**src/core/rss_pkg.sv**
```systemverilog
// Package for the reset and suspend sequencer: offsets, fields, timing, types
package rss_pkg;
    // ------------------------------------------------------------
    // Register map
    // ------------------------------------------------------------
    localparam logic [7:0] RSS_WATCHDOG_CLEAR_ADDR = 8'h26;
    localparam logic [7:0] RSS_STATUS_ADDR = 8'hff;
    localparam logic [7:0] RSS_CLOCK_CFG_ADDR = 8'hf8;
    // Status register fields
    localparam int RSS_ST_RUN_BIT = 0;
    localparam int RSS_ST_IE_SENSE_BIT = 2;
    localparam int RSS_ST_SUSPEND_BIT = 3;
    localparam int RSS_ST_LVR_BOR_BIT = 4;
    localparam int RSS_ST_WATCHDOG_BIT = 6;
    localparam logic [7:0] RSS_STATUS_RESET = 8'h01;
    // Clock configuration fields
    localparam int RSS_CC_EXT_OSC_BIT = 0;
    localparam int RSS_CC_LVR_DISABLE_BIT = 3;
    localparam int RSS_CC_EXT_DELAY_BIT = 7;
    localparam logic [7:0] RSS_CLOCK_CFG_RESET = 8'h00;
    localparam logic [7:0] RSS_CC_MASK = 8'h89;
    localparam logic [15:0] RSS_RESET_VECTOR = 16'h0000;
    // ------------------------------------------------------------
    // Timing (clock 10 MHz)
    // ------------------------------------------------------------
    localparam int RSS_CLK_KHZ = 10000;
    localparam int RSS_INT_WAKE_US = 8;
    localparam int RSS_EXT_SHORT_US = 128;
    localparam int RSS_EXT_LONG_MS = 4;
    localparam int RSS_WDR_HOLD_MS = 3;
    localparam int RSS_INT_WAKE_CYC = RSS_INT_WAKE_US * RSS_CLK_KHZ / 1000;
    localparam int RSS_EXT_SHORT_CYC = RSS_EXT_SHORT_US * RSS_CLK_KHZ / 1000;
    localparam int RSS_EXT_LONG_CYC = RSS_EXT_LONG_MS * RSS_CLK_KHZ;
    localparam int RSS_WDR_HOLD_CYC = RSS_WDR_HOLD_MS * RSS_CLK_KHZ;
    localparam int RSS_CNT_W = 24;
    // ------------------------------------------------------------
    // Types
    // ------------------------------------------------------------
    typedef enum logic [2:0] {
        RSS_POWER_RESET,
        RSS_STARTUP,
        RSS_RUN,
        RSS_WATCHDOG_HOLD,
        RSS_SUSPEND,
        RSS_OSC_WAIT,
        RSS_RESUME_DELAY
    } rss_phase_t;

    typedef struct packed {
        logic write;
        logic read;
        logic [7:0] addr;
        logic [7:0] wdata;
    } rss_io_t;

    typedef struct packed {
        rss_phase_t phase;
        logic [RSS_CNT_W-1:0] delay;
        logic [RSS_CNT_W-1:0] watchdog;
        logic [7:0] status;
        logic [7:0] clock_cfg;
        logic ext_mode;
        logic lvr_before_suspend;
        logic lvr_event;
        logic [7:0] rdata;
        logic fetch;
        logic [1:0] sync_lvr;
        logic [1:0] sync_bor;
        logic [1:0] sync_osc;
        logic [1:0] sync_dline;
    } rss_state_t;
endpackage : rss_pkg

```
**src/core/rss_sequencer.sv**
```systemverilog
// Reset, watchdog and suspend sequencer of the microcontroller core
`timescale 1ns/1ps
`default_nettype none
module rss_sequencer #(
    parameter int STARTUP_CYC = 10000,
    parameter int WATCHDOG_CYC = 80000,
    parameter int WDR_HOLD_CYC = rss_pkg::RSS_WDR_HOLD_CYC,
    parameter int EXT_LONG_CYC = rss_pkg::RSS_EXT_LONG_CYC
) (
    // Clock and reset
    input wire logic clk,
    input wire logic reset,
    // CPU I/O access
    input wire rss_pkg::rss_io_t io,
    output logic [7:0] io_rdata,
    // Analog comparators and pins
    input wire logic supply_below_low_threshold,
    input wire logic supply_below_brownout,
    input wire logic ext_osc_stable,
    input wire logic usb_minus_ps2_data_line,
    // Wake sources (enabled and pending)
    input wire logic gpio_irq_pending,
    input wire logic wake_timer_irq_pending,
    input wire logic spi_slave_irq_pending,
    // Core control
    output logic core_reset,
    output logic core_run,
    output logic fetch_reset_vector,
    output logic suspended,
    output logic int_osc_on,
    output logic ext_osc_on,
    output logic watchdog_running,
    output logic low_voltage_reset_active
);
    import rss_pkg::*;

    rss_state_t q;
    rss_state_t next_q;

    // ------------------------------------------------------------
    // Helpers
    // ------------------------------------------------------------
    // Counter load value clamped to at least one cycle
    function automatic logic [RSS_CNT_W-1:0] cyc(input int n);
        cyc = (n < 1) ? RSS_CNT_W'(1) : RSS_CNT_W'(n);
    endfunction : cyc

    // Post-stability delay chosen by the resume delay bit
    function automatic logic [RSS_CNT_W-1:0] ext_delay(input logic [7:0] cc);
        ext_delay = cc[RSS_CC_EXT_DELAY_BIT] ? cyc(EXT_LONG_CYC) : cyc(RSS_EXT_SHORT_CYC);
    endfunction : ext_delay

    logic lvr_low;
    logic bor_low;
    logic osc_ok;
    logic dline_low;
    logic lvr_enabled;
    logic wake;
    logic io_hit_wd;
    logic io_hit_st;
    logic io_hit_cc;

    always_comb begin
        lvr_low = q.sync_lvr[1];
        bor_low = q.sync_bor[1];
        osc_ok = q.sync_osc[1];
        dline_low = ~q.sync_dline[1];
        lvr_enabled = ~q.clock_cfg[RSS_CC_LVR_DISABLE_BIT];
        // Wake sources, sense bit deliberately not consulted
        wake = gpio_irq_pending | wake_timer_irq_pending | spi_slave_irq_pending | dline_low;
        io_hit_wd = io.write && (io.addr == RSS_WATCHDOG_CLEAR_ADDR);
        io_hit_st = io.write && (io.addr == RSS_STATUS_ADDR);
        io_hit_cc = io.write && (io.addr == RSS_CLOCK_CFG_ADDR);
    end

    // ------------------------------------------------------------
    // Next state
    // ------------------------------------------------------------
    always_comb begin
        next_q = q;
        next_q.fetch = 1'b0;
        // Comparator and pin inputs are asynchronous to clk
        next_q.sync_lvr = {q.sync_lvr[0], supply_below_low_threshold};
        next_q.sync_bor = {q.sync_bor[0], supply_below_brownout};
        next_q.sync_osc = {q.sync_osc[0], ext_osc_stable};
        next_q.sync_dline = {q.sync_dline[0], usb_minus_ps2_data_line};
        if (q.delay != '0) begin
            next_q.delay = q.delay - RSS_CNT_W'(1);
        end
        // Read path
        if (io.read && io.addr == RSS_STATUS_ADDR) begin
            next_q.rdata = q.status;
        end else if (io.read && io.addr == RSS_CLOCK_CFG_ADDR) begin
            next_q.rdata = q.clock_cfg;
        end else begin
            next_q.rdata = 8'h00; // Watchdog clear is write-only
        end
        // Firmware writes; cause bits are sticky and cleared by writing zero
        if (io_hit_cc && q.phase == RSS_RUN) begin
            next_q.clock_cfg = io.wdata & RSS_CC_MASK;
            if (io.wdata[RSS_CC_EXT_OSC_BIT] && !q.ext_mode) begin
                next_q.ext_mode = 1'b1;
                next_q.phase = RSS_OSC_WAIT;
            end
        end
        if (io_hit_st && q.phase == RSS_RUN) begin
            next_q.status = io.wdata;
            if (io.wdata[RSS_ST_SUSPEND_BIT] && io.wdata[RSS_ST_RUN_BIT]) begin
                // Entered even if a wake source is already present
                next_q.lvr_before_suspend = lvr_enabled;
                next_q.phase = RSS_SUSPEND;
            end
        end
        // Watchdog
        if (q.phase == RSS_RUN) begin
            if (io_hit_wd) begin
                next_q.watchdog = '0;
            end else if (q.watchdog >= cyc(WATCHDOG_CYC) - RSS_CNT_W'(1)) begin
                next_q.watchdog = '0;
                next_q.status[RSS_ST_WATCHDOG_BIT] = 1'b1;
                next_q.delay = cyc(WDR_HOLD_CYC);
                next_q.phase = RSS_WATCHDOG_HOLD;
            end else begin
                next_q.watchdog = q.watchdog + RSS_CNT_W'(1);
            end
        end
        // Sequencing
        case (q.phase)
            RSS_POWER_RESET: begin
                if (!lvr_low && !bor_low) begin
                    next_q.delay = cyc(STARTUP_CYC);
                    next_q.phase = RSS_STARTUP;
                end
            end
            RSS_STARTUP, RSS_WATCHDOG_HOLD: begin
                if (q.delay == RSS_CNT_W'(1) || q.delay == '0) begin
                    next_q.phase = RSS_RUN;
                    next_q.fetch = 1'b1;
                    next_q.watchdog = '0;
                end
            end
            RSS_SUSPEND: begin
                // Watchdog frozen here; only the wake sources and brown-out are watched
                if (wake) begin
                    next_q.ext_mode = q.clock_cfg[RSS_CC_EXT_OSC_BIT];
                    if (q.clock_cfg[RSS_CC_EXT_OSC_BIT]) begin
                        next_q.phase = RSS_OSC_WAIT;
                    end else begin
                        next_q.delay = cyc(RSS_INT_WAKE_CYC);
                        next_q.phase = RSS_RESUME_DELAY;
                    end
                end
            end
            RSS_OSC_WAIT: begin
                if (osc_ok) begin
                    next_q.delay = ext_delay(q.clock_cfg);
                    next_q.phase = RSS_RESUME_DELAY;
                end
            end
            RSS_RESUME_DELAY: begin
                if (q.delay == RSS_CNT_W'(1) || q.delay == '0) begin
                    // Continues after the suspend write; no vector fetch
                    next_q.status[RSS_ST_SUSPEND_BIT] = 1'b0;
                    next_q.phase = RSS_RUN;
                end
            end
            default: begin
                // Run: the watchdog and register writes above already chose the next phase
            end
        endcase
        // Supply resets override phase, clock mode, registers and counters, but not a fetch pulse set above; the cause bit is set last so it wins
        if (bor_low || (lvr_low && lvr_enabled && q.phase != RSS_SUSPEND)) begin
            next_q.phase = RSS_POWER_RESET;
            next_q.clock_cfg = RSS_CLOCK_CFG_RESET;
            next_q.ext_mode = 1'b0;
            next_q.status = RSS_STATUS_RESET;
            next_q.status[RSS_ST_LVR_BOR_BIT] = 1'b1;
            next_q.watchdog = '0;
            next_q.delay = '0;
        end
        if (q.phase == RSS_WATCHDOG_HOLD && next_q.phase == RSS_WATCHDOG_HOLD) begin
            // Clock mode kept; clock configuration cleared, and only the suspend bit of status cleared
            next_q.clock_cfg = RSS_CLOCK_CFG_RESET;
            next_q.status[RSS_ST_SUSPEND_BIT] = 1'b0;
        end
    end

    // ------------------------------------------------------------
    // State register
    // ------------------------------------------------------------
    always_ff @(posedge clk or posedge reset) begin
        if (reset) begin
            q <= '0;
            q.phase <= RSS_POWER_RESET;
            q.status <= RSS_STATUS_RESET;
            q.clock_cfg <= RSS_CLOCK_CFG_RESET;
            q.sync_dline <= 2'b11;
        end else begin
            q <= next_q;
        end
    end

    // ------------------------------------------------------------
    // Outputs
    // ------------------------------------------------------------
    // Brown-out and start-up hold the core; a watchdog hold does too
    always_comb begin
        io_rdata = q.rdata;
        core_reset = (q.phase == RSS_POWER_RESET) || (q.phase == RSS_STARTUP) ||
                     (q.phase == RSS_WATCHDOG_HOLD);
        core_run = (q.phase == RSS_RUN);
        fetch_reset_vector = q.fetch;
        suspended = (q.phase == RSS_SUSPEND);
        int_osc_on = !q.ext_mode && (q.phase != RSS_SUSPEND);
        ext_osc_on = q.ext_mode && (q.phase != RSS_SUSPEND);
        watchdog_running = (q.phase == RSS_RUN);
        low_voltage_reset_active = lvr_enabled && (q.phase != RSS_SUSPEND);
    end
endmodule : rss_sequencer
`default_nettype wire

```
**config.mk**
```make
export PLATFORM = sky130hd
export DESIGN_NAME = rss_sequencer
export DESIGN_NICKNAME = d
export VERILOG_FILES = /design/src/core/rss_pkg.sv /design/src/core/rss_sequencer.sv
export SDC_FILE = /design/constraint.sdc
export NUM_CORES = 1
export LEC_CHECK = 0
export BUFFER_PORTS_ARGS = -buffer_cell sky130_fd_sc_hd__buf_2
export CAP_MARGIN = 10
export CORE_ASPECT_RATIO = 1.2
export CORE_UTILIZATION = 45
export CTS_BUF_LIST = sky130_fd_sc_hd__clkbuf_2
export DETAILED_ROUTE_END_ITERATION = 10
export SYNTH_ARGS = -nofsm -noshare
export SYNTH_HDL_FRONTEND = slang
export SYNTH_SLANG_ARGS = --single-unit
```
**constraint.sdc**
```tcl
create_clock -name clk -period 3.5 [get_ports clk]
set_input_delay 0.525 -clock clk [delete_from_list [all_inputs] [get_ports clk]]
set_output_delay 0.525 -clock clk [all_outputs]
set_load 0.03 [all_outputs]
```
* After elaboration in Yosys (flattened, before gate mapping)
Cells that the tools add are included.
** Storage, ports and cells
- Register bits :: 85
- Output and inout port bits :: 16
- Bits in latches :: 0
- Memories :: 0
- Input bits :: 27
- Memory bits (writable) :: 0
- Bits in read-only memories :: 0
** Operators by class
- Mux-type cells :: 38
- Shift operators :: 0
- Add/sub/neg operators :: 2
- Divide/modulo/power cells :: 0
- Magnitude comparators :: 1
- Eq/ne operators :: 12
- Reduce and logical (&&, ||, !) cells :: 30
- Bitwise gates (word level) :: 5
- Multiply operators :: 0
** Operators by type and width (number)
- $mux W24 :: 6
- $mux W27 :: 5
- $pmux W24 S3 :: 1
- $mux W68 :: 1
- $mux W51 :: 1
- $mux W8 :: 4
- $add A24 B1 Y24 const B :: 1
- $eq A24 B1 Y1 const B :: 1
- $ge A24 B17 Y1 const B :: 1
- $logic_not A24 Y1 :: 1
- $reduce_bool A24 Y1 :: 1
- $sub A24 B1 Y24 const B :: 1
- $eq A8 B8 Y1 const B :: 2
- $logic_and A1 B1 Y1 :: 16
- $mux W16 :: 1
- $mux W3 :: 5
- $pmux W3 S4 :: 1
- $mux W1 :: 11
- $eq A3 B2 Y1 const B :: 3
- $eq A3 B3 Y1 const B :: 3
- $mux W9 :: 1
- $eq A8 B6 Y1 const B :: 1
- $logic_or A1 B1 Y1 :: 4
- $eq A3 B1 Y1 const B :: 1
- other kinds (10) :: 15

* Depth between registers and ports, before layout
- Word-level depth :: 16
- Gate-level depth with buffers :: 9
- Mapped depth without buffers :: 7

* Worst setup path before layout
No wires, ideal clock.
- Kind :: register -> register
- Start point :: register q[84] in the netlist's numbering
- End point :: register q[46] in the netlist's numbering
- Data arrival time :: 2842 ps
- Period minus slack after synthesis :: 2924 ps
- Path buffers :: 3
- Library setup time :: 82 ps
- Cell stages (with the launch flop) :: 9
- Data required time :: 3418 ps
- Slack :: 576 ps
- Cell sequence :: dfrtp_1 -> clkbuf_1 -> nor3b_1 -> nor2_1 -> a21oi_1 -> buf_2 -> o21ai_2 -> buf_2 -> a31oi_1
** RTL lines
- start: declaration :: line rss_sequencer.sv:37 : rss_state_t q;
- start signal: assignment :: line rss_sequencer.sv:199 : q <= next_q;

==> results <==
- The number of antenna violations at the first check in global routing is 0.
- The later pin in the worst-skew pair is clocked with a latency of 0.54 ns.
- The signal on the critical path passes through or4_1 -> or4b_4 -> o211ai_4 -> nand3_2 -> buf_4 -> nand2b_1 -> nor2_1.
- The number of buffer and inverter instances along the worst setup path is 1.
- Cells with a size suffix above 1 make up 16.95% of the layout.
- The number of buffers created by CTS is 9.
- The maximum buffer depth of the clock tree is 2.
- The net switching power is 1.257 mW.
- The fraction of synthesis flops using an asynchronous set or reset pin is 100.0%.
- At the worst endpoint, the arrival time is 3.17 ns.
- The number of DRC markers in iteration 0 is 207.
- Prior to clock tree synthesis, the placed netlist has a worst setup slack of 0.7621 ns.
- The critical setup path kind is flop to flop.
- Counting flops and latches in the post-synthesis netlist gives 80.
- The fmax is 365.2 MHz.
- Summing the areas of all compound-gate instances in the mapped netlist gives 13.17% of the synthesized area.
- The final count of negative-setup-slack endpoints is 0.
- The clock power share is 17.5%.
- IR analysis of the VDD net gives a maximum drop of 0.3289 mV.
- The filler cell count is 865.
- The mean instance size in the synthesized netlist is 9.478 µm².
- Net switching is 41.98% of the power.
- The main combinational cell family by area after synthesis is simple AND/OR/NAND/NOR gates.
- In this design, the stage delay of the slowest critical-path cell is 0.56 ns.
- The number of global-route vias before repair is 3201.
- The number of max-slew violations in the final report is 0.
- In this run the tightest slew margin relative to its limit is 46.04%.
- The tightest min-delay check is of the input pin to async pin type.
- The H-tree generated during clock tree synthesis spans 3 levels.
- The clock period minus worst slack is 2.738 ns.
- The clock drives 80 sinks.
- The slew of the pin with the lowest slew margin is 0.8094 ns.
- The count of synthesis-stage warnings from yosys is 0.
- The floorplan step defined a die boundary enclosing 9615 µm².
- The global-route usage over all layers is 20.56%.
- The number of iterations in the first detailed-routing pass is 4.
- Per report_power, the combinational group accounts for 43.9% of the total.
- The data required time at the worst endpoint is 3.93 ns.
- Leaving out fill and tap cells, the most frequent cells in the layout are 77 x sky130_fd_sc_hd__dfrtp_1, 51 x sky130_fd_sc_hd__nor2_1, 44 x sky130_fd_sc_hd__nand2_1.
- Setup repair after global routing left no endpoint under its margin.
- The post-synthesis cell count is 438.
- The first global-routing pass estimated 15110 µm of wire.
- The count of final hold-check violations is 0.
- The simple-gate share of the synthesized area is 27.03%.
- The global placer's final weighted congestion is 0.8407.
- The row count is 38.
- Relative to the synthesized area, the layout overhead comes to 9.433%.
- The placeable core region is 8986 µm².
- Of all nets on the critical path, the largest fanout is 14.
- The post-synthesis net count is 469.
- The share of total power dissipated in sequential elements is 38.6%.
- The net count reported at finish is 504.
- The predominant post-synthesis flop cell is sky130_fd_sc_hd__dfrtp_1.
- The global-route congestion overflow total is 0.
- Internal power comes to 1.737 mW.
- The least setup slack across all paths after layout is 0.7619 ns.
- The width of the chip is 89.68 µm.
- For this run, design rule violations remaining after detail routing come to 0.
- CTS placed an instance of sky130_fd_sc_hd__clkbuf_2 at the clock tree root.
- Adding up every negative setup slack in the final design gives 0 ns.
- Once the floorplan was initialized, standard cells occupied 46.20% of the core.
- The top cell family by delay on the critical path is simple AND/OR/NAND/NOR gates.
- The antenna diode count is 0.
- The slowest stage of the critical path is the sky130_fd_sc_hd__or4_1 cell.
- Dividing the detail-routed via count by the number of cells gives 5.687.
- Leaving out fill and tap cells, the most frequent cell in the layout is sky130_fd_sc_hd__dfrtp_1.
- Final hold analysis gives a worst-case slack of 0.07731 ns.
- After Yosys synthesis, full adders, half adders and majority gates account for 1.206% of the synthesized area.
- STA classifies the critical path startpoint as a flop.
- The vertical extent of the die is 107.2 µm.
- The count of vias placed by the detailed router is 3401.
- The post-detailed-route wirelength per cell is 15.44 µm.
- The HPWL after detailed placement is 6610 µm.
- After clock tree synthesis, the clock-pin slew on the worst setup and hold paths is 0.24 ns.
- The run finished with clean final reports.
- Entering global routing, the biggest net connects 48 pins.
- The total of buffers placed on input and output ports is 42.
- The share of the yosys chip area belonging to registers is 48.31%.
- Max-cap violations in this run came to 0.
- The post-synthesis instance area is 4151 µm².
- The number of library cell types mapped by synthesis is 58.
- The critical path capture point type is a flop.
- The clock tree from TritonCTS is done.
- The power per cell area is 658.9 nW/µm².
- On the final layout, the worst clock skew is 0.02517 ns.
- For this block, the routed nets add up to 9231 µm of wire.
- The final cycle utilization of the critical path is 78.23%.
- The multiplexer share of the synthesized area is 2.411%.
- The count of nets left with antenna violations once routing finished came out at 0.
- After clock tree synthesis, the repair step resized 0 gates.
- The number of primary I/O pins is 43.
- The area share of xor/xnor cells in the synthesized design is 3.586%.
- The leakage power total is 2.092 nW.
- The number of flops mapped to enable cells by yosys is 0.
-- power by group through the flow --
| stage | clock network, mW | logic, mW | registers, mW |
|---|---|---|---|
| finish | 0.524 | 1.31 | 1.16 |
| floorplan | 0 | 1.07 | 1.14 |
| detailed placement | 0 | 1.31 | 1.18 |
| global placement | 0 | 1.30 | 1.17 |
| CTS | 0.548 | 1.32 | 1.16 |
| global route | 0.580 | 1.48 | 1.18 |
-- layer usage --
metal	vias to the layer above	wire, µm	GRT usage, %
li1	1652	-	-
met1	1673	4089	27.20
met2	65	4786	33.55
met3	11	230	2.771
met4	0	124	8.277
met5	-	0	0
-- per-stage QoR --
step / power, mW / area [µm²] / std cells / util (%)
finish: 2.993 / 4543 / 598 / 50.56
floorplan: 2.216 / 4151 / 438 / -
global route: 3.231 / 4543 / 598 / 50.56
detailed placement: 2.480 / 4410 / 581 / 49.08
CTS: 3.023 / 4533 / 597 / 50.45
global placement: 2.464 / 4410 / 581 / 49.08
-- cell families after synthesis --
kind of cell | after synthesis
adders and majority gates | 4
and+or+nand+nor | 213
AOI/OAI and AO/OA | 81
xor gates and xnor gates | 17
DFF | 80
buffers and inverters | 33
muxes | 10
-- repair_timing --
action	4_1_cts	5_1_grt
hold endpoints to repair	0	1
hold buffers	0	1
setup buffers	0	0
-- path summary, 6_finish.rpt --
path / startpoint / depth (start not counted) / to / slack, ns
setup / recovery: q[50] / 7 / q[77] / 0.76
hold / removal: reset / 2 / q[20] / 0.08
setup reg to reg: q[50] / 7 / q[77] / 0.76
hold reg to reg: next_q[1] / 0 / q[1] / 0.37
min in group clk: supply_below_brownout / 1 / next_q[5] / 0.09
max in group asynchronous: reset / 3 / next_q[1] / 2.63
-- flip-flops by register name, indices dropped and copies added, names as in the netlist --
signal	flops
q	64
next_q	4
lvr_low	1
bor_low	1
osc_ok	1
io_rdata	8
fetch_reset_vector	1
-- cell type report --
| cell class | instances | area, µm² | area share [%] |
|---|---|---|---|
| flip-flops and latches | 80 | 2006 | 44.15 |
| multi-input cells | 325 | 1968 | 43.32 |
| repair buffers | 49 | 265.3 | 5.839 |
| well taps | 120 | 150.1 | 3.305 |
| clock inverters | 7 | 77.57 | 1.708 |
| clock buffers | 9 | 45.04 | 0.9915 |
| inverters | 8 | 31.28 | 0.6885 |
-- synthesized netlist by cell type (all sizes together), types with 4 or more instances --
library cell / instances / area [µm²]
and2: 6 / 37.54
nor2: 51 / 191.4
a21oi: 21 / 105.1
nand2b: 6 / 37.54
ha: 4 / 50.05
o31ai: 5 / 37.54
xnor2: 5 / 43.79
o21ai: 16 / 83.83
nor4: 8 / 62.56
clkbuf: 8 / 30.03
dfrtp: 77 / 1927
nor3b: 6 / 55.05
nand3: 30 / 155.1
mux2i: 10 / 100.1
or4: 7 / 52.55
or3: 6 / 37.54
a31oi: 13 / 81.33
nor3: 15 / 86.34
inv: 7 / 26.28
xor2: 12 / 105.1
nor2b: 4 / 25.02
buf: 17 / 117.6
and3: 10 / 62.56
nand2: 44 / 165.2
nand4: 10 / 62.56
Note: power is estimated with default switching activity, not from simulation.
